**config.mk**
```make
export PLATFORM = sky130hd
export DESIGN_NAME = sadl_core
export DESIGN_NICKNAME = d
export VERILOG_FILES = /design/src/pkg/sadl_pkg.sv /design/src/hdl/sadl_core.sv
export SDC_FILE = /design/constraint.sdc
export NUM_CORES = 1
export LEC_CHECK = 0
export BUFFER_PORTS_ARGS = -buffer_cell sky130_fd_sc_hd__buf_4
export CAP_MARGIN = 30
export CORE_ASPECT_RATIO = 1.2
export CORE_MARGIN = 1
export CORE_UTILIZATION = 40
export CTS_CLUSTER_SIZE = 14
export DETAILED_ROUTE_END_ITERATION = 7
export GPL_TIMING_DRIVEN = 0
export PLACE_DENSITY = 0.64
export SYNTH_ARGS = -nofsm -noshare
export SYNTH_HDL_FRONTEND = slang
export SYNTH_SLANG_ARGS = --single-unit
```
**constraint.sdc**
```tcl
create_clock -name clk_in -period 3.9 [get_ports clk_in]
set_clock_uncertainty 0.05 [all_clocks]
set_input_delay 0.585 -clock clk_in [delete_from_list [all_inputs] [get_ports clk_in]]
set_output_delay 0.585 -clock clk_in [all_outputs]
set_load 0.01 [all_outputs]
```
**src/pkg/sadl_pkg.sv**
```systemverilog
// package: constants and types of the squib arming and deploy logic
// Functional notes
// RULE1: every channel owns its own pulse stretch timer
// RULE2: arming or deploy command, whichever first, starts the channel timer
// RULE3: fire only with permit, on the complementary command inside the running timer
// RULE4: arming uses its own serial port carrying 8-bit messages
// RULE5: drivers switch on only after a valid deploy command or diagnostic
// RULE6: a started deployment runs to its end; not even reset can stop it
// RULE7: the arming port passes data through for daisy chaining
// RULE8: host chains its output through every device and back to itself
// RULE9: host selects each device on a shared bus with its own select
// RULE10: diagnostics run only on a valid serial command, four kinds
// RULE11: host keeps the permit low while diagnostics run
// RULE12: a finished deployment sets that channel's success flag, serially readable
// RULE13: drivers stay off except deployment and brief diagnostic pulses
// RULE14: a triggered channel holds its drive at least 2 ms
// RULE15: all eight channels may fire together, with no serialisation
// RULE16: lost ground blocks firing on that channel only
// RULE17: lost ground shows as a low-side diagnostic fault
// RULE18: timer length is a parameter; expiry returns the channel to unarmed
// RULE19: reset during deployment is held until it ends, then clears everything
package sadl_pkg;
  localparam int CLK_HZ      = 20_000_000;
  localparam int CLK_MHZ     = CLK_HZ / 1_000_000;
  localparam int FIRE_MIN_NS = 2_000_000;
  localparam int FIRE_CYC    = (FIRE_MIN_NS * CLK_MHZ + 999) / 1000;
  localparam int STRETCH_NS  = 4_000_000;
  localparam int STRETCH_CYC = STRETCH_NS * CLK_MHZ / 1000;
  localparam int DIAG_NS     = 10_000;
  localparam int DIAG_CYC    = DIAG_NS * CLK_MHZ / 1000;
  localparam int NCH         = 8;
  localparam int CH_W        = 3;
  localparam int CNT_W       = 17;
  localparam int BCNT_W      = 6;
  localparam int CMD_W       = 8;
  localparam int OP_LSB      = 5;
  // synchronised pin vector layout
  localparam int P_ASCLK     = 0;
  localparam int P_PERMIT    = 6;
  localparam int P_GND       = 7;
  localparam int P_VOLT      = 15;
  localparam int P_CURR      = 23;
  localparam int PIN_W       = 31;
  // register map and fields
  localparam int          REG_AW      = 4;
  localparam logic [3:0]  ADDR_STATUS = 4'h0;
  localparam logic [3:0]  ADDR_MASK   = 4'h4;
  localparam logic [3:0]  ADDR_STATE  = 4'h8;
  localparam logic [3:0]  ADDR_DIAG   = 4'hc;
  localparam int          ST_W        = 11;
  localparam int          STATE_TMR   = 8;
  typedef enum logic [2:0] {
    OP_NONE = 3'h0, OP_DEPLOY = 3'h1, OP_BAT = 3'h2, OP_GND = 3'h3,
    OP_RES = 3'h4, OP_MOS = 3'h5
  } sadl_op_t;
  typedef enum logic [1:0] {D_IDLE = 2'h0, D_RUN = 2'h1, D_SAMP = 2'h3} sadl_diag_t;
endpackage

```
**src/hdl/sadl_core.sv**
```systemverilog
// module: squib arming, deploy timing, diagnostics and register port
`timescale 1ns/1ns
module sadl_core
  import sadl_pkg::*;
#(
  parameter int FIRE_CYCLES    = FIRE_CYC,
  parameter int STRETCH_CYCLES = STRETCH_CYC,
  parameter int DIAG_CYCLES    = DIAG_CYC
)(
  input  wire logic              clk_in,
  input  wire logic              reset_n_in,
  input  wire logic              deploy_permit_in,
  input  wire logic [NCH-1:0]    ground_ok_in,
  input  wire logic [NCH-1:0]    loop_volt_in,
  input  wire logic [NCH-1:0]    loop_curr_in,
  input  wire logic              arm_sclk_in,
  input  wire logic              arm_sel_n_in,
  input  wire logic              arm_mosi_in,
  output logic                   arm_miso_out,
  input  wire logic              dep_sclk_in,
  input  wire logic              dep_sel_n_in,
  input  wire logic              dep_mosi_in,
  output logic                   dep_miso_out,
  input  wire logic [REG_AW-1:0] reg_addr_in,
  input  wire logic [31:0]       reg_wdata_in,
  input  wire logic              reg_wr_in,
  input  wire logic              reg_rd_in,
  output logic      [31:0]       reg_rdata_out,
  output logic                   irq_out,
  output logic      [NCH-1:0]    high_side_fire_out,
  output logic      [NCH-1:0]    low_side_fire_out
);

  function automatic logic rise(input logic cur, input logic prev);
    return cur & ~prev;
  endfunction

  function automatic logic [NCH-1:0] ch_dec(input logic [CH_W-1:0] ch);
    return NCH'(1) << ch;
  endfunction

  logic [PIN_W-1:0] pin_raw, s1_q, s2_q, s3_q;
  logic [1:0]       rst_s_q;
  logic             rst_pend_q, rst_any, any_fire, soft_rst, permit_s;
  logic [NCH-1:0]   gnd_s, arm_hit, dep_hit, trig, trun, done_ev;
  logic [NCH-1:0]   tsrc_q, fire_q, succ_q, hs_q, ls_q, dres_q, d_sel;
  logic [CNT_W-1:0] tmr_q [NCH];
  logic [CNT_W-1:0] fcnt_q [NCH];
  logic [1:0]       cmd_v, ferr;
  logic [7:0]       cmd_b [2];
  logic [1:0]       miso_b;
  sadl_op_t         op, dop_q;
  logic [CH_W-1:0]  dch_q;
  sadl_diag_t       dst_q;
  logic [CNT_W-1:0] dcnt_q;
  logic             diag_go, dfault, d_hs, d_ls, ddone_ev;
  logic [ST_W-1:0]  status_q, mask_q, ev, clr;
  logic [31:0]      rd_mux, rdata_q;
  logic             irq_q;

  //--------------------------------------------------------------
  // pin synchronisers and reset hold-off
  //--------------------------------------------------------------
  assign pin_raw = {loop_curr_in, loop_volt_in, ground_ok_in, deploy_permit_in,
                    dep_mosi_in, dep_sel_n_in, dep_sclk_in,
                    arm_mosi_in, arm_sel_n_in, arm_sclk_in};
  assign permit_s = s2_q[P_PERMIT];
  assign gnd_s    = s2_q[P_GND +: NCH];

  // third stage only keeps the previous value for edge finding
  always_ff @(posedge clk_in)
  begin
    s1_q <= pin_raw;
    s2_q <= s1_q;
    s3_q <= s2_q;
  end

  always_ff @(posedge clk_in or negedge reset_n_in)
  begin
    if (!reset_n_in)
      rst_s_q <= 2'b00;
    else
      rst_s_q <= {rst_s_q[0], 1'b1};
  end

  // reset is remembered while any channel fires and applied after
  assign any_fire = |fire_q;
  assign rst_any  = ~rst_s_q[1] | rst_pend_q;
  assign soft_rst = rst_any & ~any_fire;  // see RULE19

  always_ff @(posedge clk_in)
    rst_pend_q <= ~rst_s_q[1] | (rst_pend_q & any_fire);  // see RULE19

  //--------------------------------------------------------------
  // serial ports: 0 arming, 1 deploy and diagnostic
  //--------------------------------------------------------------
  for (genvar p = 0; p < 2; p++)
  begin : g_port
    localparam int B = P_ASCLK + 3 * p;
    logic [7:0]        sh_q, cmd_q, pre;
    logic [BCNT_W-1:0] bc_q;
    logic              miso_q, cmd_v_q, ferr_q, sel, st, en, sr, sf;
    assign sel = ~s2_q[B+1];
    assign st  = rise(s3_q[B+1], s2_q[B+1]);
    assign en  = rise(s2_q[B+1], s3_q[B+1]);
    assign sr  = sel & rise(s2_q[B], s3_q[B]);
    assign sf  = sel & rise(s3_q[B], s2_q[B]);
    // arming port keeps old data so it flows on down a chain
    assign pre = (p == 1) ? succ_q : sh_q;  // see RULE7, see RULE12

    // frames of whole bytes only; last byte in the chain is taken
    always_ff @(posedge clk_in)
    begin
      if (soft_rst)
      begin
        sh_q    <= 8'h00;
        cmd_q   <= 8'h00;
        bc_q    <= '0;
        miso_q  <= 1'b0;
        cmd_v_q <= 1'b0;
        ferr_q  <= 1'b0;
      end
      else
      begin
        cmd_v_q <= en & (bc_q != '0) & (bc_q[2:0] == 3'h0);  // see RULE4
        ferr_q  <= en & ((bc_q == '0) | (bc_q[2:0] != 3'h0));
        if (en)
          cmd_q <= sh_q;
        if (st)
        begin
          bc_q   <= '0;
          sh_q   <= pre;
          miso_q <= pre[7];
        end
        else
        begin
          if (sr)
          begin
            sh_q <= {sh_q[6:0], s2_q[B+2]};  // see RULE7
            bc_q <= bc_q + 1'b1;
          end
          if (sf)
            miso_q <= sh_q[7];
        end
      end
    end
    assign cmd_v[p]  = cmd_v_q;
    assign ferr[p]   = ferr_q;
    assign cmd_b[p]  = cmd_q;
    assign miso_b[p] = miso_q;
  end
  assign arm_miso_out = miso_b[0];
  assign dep_miso_out = miso_b[1];
  assign op = sadl_op_t'(cmd_b[1][CMD_W-1:OP_LSB]);

  //--------------------------------------------------------------
  // per-channel stretch timer and firing
  //--------------------------------------------------------------
  for (genvar c = 0; c < NCH; c++)
  begin : g_ch
    assign arm_hit[c] = cmd_v[0] & cmd_b[0][c];
    assign dep_hit[c] = cmd_v[1] & (op == OP_DEPLOY) & (cmd_b[1][CH_W-1:0] == CH_W'(c));
    assign trun[c]    = tmr_q[c] != '0;
    // both commands in one cycle count as a completed pair
    assign trig[c] = permit_s & gnd_s[c] & ~rst_any & ~fire_q[c]  // see RULE3, see RULE16
                   & ((arm_hit[c] & dep_hit[c])
                   | (trun[c] & tsrc_q[c] & dep_hit[c])
                   | (trun[c] & ~tsrc_q[c] & arm_hit[c]));
    assign done_ev[c] = fire_q[c] & (fcnt_q[c] == CNT_W'(FIRE_CYCLES - 1));

    // count down; zero means unarmed, a repeat of the same command is ignored
    always_ff @(posedge clk_in)
    begin
      if (soft_rst)
      begin
        tmr_q[c]  <= '0;
        tsrc_q[c] <= 1'b0;
      end
      else if (trig[c])
        tmr_q[c] <= '0;
      else if (trun[c])
        tmr_q[c] <= tmr_q[c] - 1'b1;  // see RULE18
      else if (arm_hit[c] | dep_hit[c])
      begin
        tmr_q[c]  <= CNT_W'(STRETCH_CYCLES);  // see RULE1, see RULE2
        tsrc_q[c] <= arm_hit[c];
      end
    end

    // no reset here: a firing channel ignores reset until done
    always_ff @(posedge clk_in)
    begin
      if (fire_q[c])
      begin
        if (done_ev[c])
          fire_q[c] <= 1'b0;  // see RULE6, see RULE14
        fcnt_q[c] <= fcnt_q[c] + 1'b1;
      end
      else
      begin
        fire_q[c] <= trig[c];  // see RULE15
        fcnt_q[c] <= '0;
      end
    end
  end

  always_ff @(posedge clk_in)
  begin
    if (soft_rst)
      succ_q <= '0;
    else
      succ_q <= succ_q | done_ev;  // see RULE12
  end

  //--------------------------------------------------------------
  // driver diagnostics
  //--------------------------------------------------------------
  assign diag_go  = cmd_v[1] & (op >= OP_BAT) & (op <= OP_MOS)  // see RULE10
                  & (dst_q == D_IDLE) & ~any_fire;
  assign d_sel    = ch_dec(dch_q);
  assign d_hs     = (dst_q == D_RUN) & (dop_q == OP_RES);
  assign d_ls     = (dst_q == D_RUN) & (dop_q == OP_MOS);
  assign ddone_ev = dst_q == D_SAMP;

  // a floating low-side source carries no current and fails the test
  always_comb
  begin
    unique case (dop_q)
      OP_BAT:  dfault = s2_q[P_VOLT + dch_q];
      OP_GND:  dfault = s2_q[P_CURR + dch_q];
      OP_RES:  dfault = ~s2_q[P_CURR + dch_q];
      OP_MOS:  dfault = ~s2_q[P_CURR + dch_q] | ~gnd_s[dch_q];  // see RULE17
      default: dfault = 1'b0;
    endcase
  end

  always_ff @(posedge clk_in)
  begin
    if (soft_rst)
    begin
      dst_q  <= D_IDLE;
      dop_q  <= OP_NONE;
      dch_q  <= '0;
      dcnt_q <= '0;
      dres_q <= '0;
    end
    else
      unique case (dst_q)
        D_IDLE:
          if (diag_go)
          begin
            dst_q  <= D_RUN;
            dop_q  <= op;
            dch_q  <= cmd_b[1][CH_W-1:0];
            dcnt_q <= CNT_W'(DIAG_CYCLES - 1);
          end
        D_RUN:
          if (dcnt_q == '0)
            dst_q <= D_SAMP;
          else
            dcnt_q <= dcnt_q - 1'b1;
        D_SAMP:
        begin
          dst_q         <= D_IDLE;
          dres_q[dch_q] <= dfault;
        end
        default: dst_q <= D_IDLE;
      endcase
  end

  // drivers: deployment or a short diagnostic pulse, nothing else
  always_ff @(posedge clk_in)
  begin
    hs_q <= fire_q | ({NCH{d_hs}} & d_sel);  // see RULE5, see RULE13
    ls_q <= fire_q | ({NCH{d_ls}} & d_sel);  // see RULE5, see RULE13
  end
  assign high_side_fire_out = hs_q;
  assign low_side_fire_out  = ls_q;

  //--------------------------------------------------------------
  // register port and interrupt
  //--------------------------------------------------------------
  assign ev  = {|ferr, ddone_ev & dfault, ddone_ev, done_ev};
  assign clr = (reg_wr_in && reg_addr_in == ADDR_STATUS) ? reg_wdata_in[ST_W-1:0] : '0;
  assign rd_mux = (reg_addr_in == ADDR_STATUS) ? 32'(status_q)
                : (reg_addr_in == ADDR_MASK)   ? 32'(mask_q)
                : (reg_addr_in == ADDR_STATE)  ? 32'({trun, fire_q})
                : (reg_addr_in == ADDR_DIAG)   ? 32'(dres_q)
                : 32'h0000_0000;

  // a new event beats a clear in the same cycle
  always_ff @(posedge clk_in)
  begin
    if (soft_rst)
    begin
      status_q <= '0;
      mask_q   <= '0;
      rdata_q  <= 32'h0000_0000;
      irq_q    <= 1'b0;
    end
    else
    begin
      status_q <= (status_q & ~clr) | ev;
      if (reg_wr_in && reg_addr_in == ADDR_MASK)
        mask_q <= reg_wdata_in[ST_W-1:0];
      rdata_q <= reg_rd_in ? rd_mux : 32'h0000_0000;
      irq_q   <= |(status_q & mask_q);
    end
  end
  assign reg_rdata_out = rdata_q;
  assign irq_out       = irq_q;

  //--------------------------------------------------------------
  // checks
  //--------------------------------------------------------------
  logic [CNT_W-1:0] h_len_q;
  always_ff @(posedge clk_in)
    h_len_q <= fire_q[0] ? h_len_q + 1'b1 : '0;
endmodule // sadl_core

```
==> reports/metrics.yaml <==
power_switching_w: 0.002302
io_buffers: 83
power_frac_comb: 0.027
cts_buffers: 51
rows: 93
synth_top_area_cell: "dfxtp_1"
routabilityCongestion: 0.8715
max_freq_mhz: 268.9
ys_ff_latch: 501
ios: 122
dieArea_sq_um: 55420
synthFlopType: "dfxtp_1"
finalCritPeriodShare: 0.9534
dr.pass1.iters: 7
synth_top_family_by_area: "simple AND/OR/NAND/NOR gates"
clkPwrFrac: 0.456
vias_per_cell: 5.202
powerDensity_nw_per_um2: 426.3
wl_um: 50530
netlist_area_sq_um: 21790
p_sw_frac: 0.2147
status: "complete, no violations"
cts_htree_levels: 2
max_cap_violations: 0
synth.avg_cell_area_sq_um: 9.643
synth_compound_gate_area_share: 0.07849
vias: 16512
placed_area_sq_um: 23380
grt_pass1_vias: 16295
irDropWorstVdd_mv: 0.3127
leakage_nw: 9.085
initialDrtViolationCount: 969
cts_sinks: 501
seq_power_share: 0.517
cp-start-kind: "register"
internal_power_w: 0.008418
clk_pin_slew_ps: 60
hold_viol_final: 0
area_growth_pct: 15.39
die_y_um: 257.7
n_antenna_cell: 0
max-slew-margin-rel: 0.2996
cts_buffer_depth: 3
cp_max_fo: 10
drc: 0
yosysMostFrequentCell: "dfxtp_1"
die_x_um: 215.1
end_kind: "register"
synth_simple_gate_area_frac: 0.2286
min_path_type: "input port to register"
yosysSeqAreaShare: 0.5232
drive_gt1_frac: 0.09708
crit_type: "register to register"
antenna_found_initial: 1
synthTopCellsByCount: "dfxtp_1 (363), nor2_1 (303), nand2_1 (218), xnor2_1 (159), edfxtp_1 (136)"
ant_nets: 0
slew_viol_final: 0
synthAdderAreaFrac: 0.02010
setup_viol: 0
synth.area.mux_share: 0.02394
clock_latency_ps: 600
required_ps: 4360
avgRoutedWirePerCell_um: 15.92
start_util: 0.4054
final_nets: 2527
fin_area_sq_um: 25150
cts_tree: "done"
grt_max_degree: 18
synth_top_area_frac: 0.3335
total_power_w: 0.01072
synth_xor_area_frac: 0.09606
grt_usage: 0.1819
postSynthCellCount: 2260
synth_edf_count: 136
ys_types: 77
clockRootBuffer: "clkbuf_16"
grt_overflow: 0
dp_hpwl_um: 36750
core_area_sq_um: 53760
period_minus_slack_ps: 3718
grt_pass1_wl_um: 82560
async_reset_ff_frac: 0.003992
ys_top_cells_by_area: "dfxtp_1 (33%), edfxtp_1 (19%), xnor2_1 (6.4%), nor2_1 (5.2%), nand2_1 (3.8%)"
tightest_slew_ps: 1041
cp.arrival_ps: 4180
synth-warning-count: 0
-- critical path, stage by stage (launching register included) --
cell      delay, ps
dfxtp_1         480
clkbuf_4        290
buf_2           260
inv_1           150
ha_1            220
ha_1            260
buf_2           200
buf_2           280
mux2i_1         110
a22oi_1         260
a21oi_1         160
nor4bb_4        390
nor4_4           80
buf_4           180
a311oi_1        250
-- layout by cell type, fill, tap and decap left out, types with 63 or more instances in the layout --
master	Yosys	final
dfxtp_1	363	363
buf_4	17	107
xor2_1	80	80
nand3_1	78	77
and2_1	63	63
nor2_1	303	303
xnor2_1	159	159
o21ai_0	83	83
a21oi_1	90	90
nor3_1	67	67
edfxtp_1	136	136
nand2_1	218	218
inv_1	64	64
-- power by group through the flow --
stage | clock [W] | combinational (W) | sequential, W
4_1_cts | 0.00500 | 0.000283 | 0.00554
3_3_place_gp | 0 | 0.000275 | 0.00565
2_1_floorplan | 0 | 0.000182 | 0.00562
3_5_place_dp | 0 | 0.000280 | 0.00565
5_1_grt | 0.00522 | 0.000318 | 0.00555
6_report | 0.00489 | 0.000285 | 0.00554
-- flip-flops by register name, indices dropped and copies added, names as in the netlist, 12 cells and up --
signal / flops
g_port.cmd_q: 14
g_port.bc_q: 12
reg_rdata_out: 16
s1_q: 31
g_port.pre: 16
tmr_q: 136
fcnt_q: 136
dcnt_q: 17
s2_q: 31
-- layout make-up --
class	count	area (sq um)
Buffer	86	400.4
Multi-Input combinational cell	1624	9838
Clock buffer	71	1433
Tap cell	712	890.9
Clock inverter	23	236.5
Sequential cell	501	11400
Timing Repair Buffer	93	705.7
Inverter	64	240.2
Fill cell	5031	28610
-- logic make-up after synthesis --
family | Yosys count
flops | 501
buf+inv | 150
other cells | 2
compound gates | 280
xor+xnor | 239
fa+ha+maj | 35
mux | 50
simple gates | 1003
-- stage by stage --
stage | utilization | setup WS (ps) | hold WS, ps | instances | setup TNS [ps]
CTS | 0.4670 | 1.048 | 3.491 | 3172 | 0
global placement | 0.4346 | -108.1 | 266.1 | 3070 | -4335
global route | 0.4677 | -9.094 | 18.18 | 3174 | -9.094
detailed placement | 0.4349 | -105.9 | 262.1 | 3072 | -4438
finish | 0.4677 | 181.6 | 36.31 | 3174 | 0
floorplan | - | 640.2 | 239.4 | 2275 | 0
-- what timing repair did --
action	4_1_cts	5_1_grt
hold endpoints to repair	2	0
setup endpoints to repair	93	43
hold buffers	1	0
pin swaps	5	2
cloned	0	0
setup buffers	5	2
gates resized for setup	1	4
-- path summary, 6_finish.rpt --
kind | start | endpoint | slack, ps | cells past startpoint
worst max register to register | dch_q[0]$_SDFFE_PP0P_ | dres_q[1]$_SDFFE_PP0P_ | 180 | 14
worst max-delay path | dch_q[0]$_SDFFE_PP0P_ | dres_q[1]$_SDFFE_PP0P_ | 180 | 14
max in group asynchronous | reset_n_in | rst_s_q[1]$_DFF_PN0_ | 3450 | 2
worst min-delay path | ground_ok_in[4] | s1_q[11]$_DFF_P_ | 40 | 1
worst min register to register | s1_q[10]$_DFF_P_ | s2_q[10]$_DFF_P_ | 270 | 0
min in group asynchronous | reset_n_in | rst_s_q[0]$_DFF_PN0_ | 270 | 2
-- layer usage --
metal,routed length (um),global-route usage,part of all wire
met2,24610,0.3203,0.49
met4,1798,0.07821,0.036
met3,2228,0.02379,0.044
met5,14,0,0.00028
met1,21880,0.2226,0.43
No activity file was read; power rests on OpenSTA's default activity.
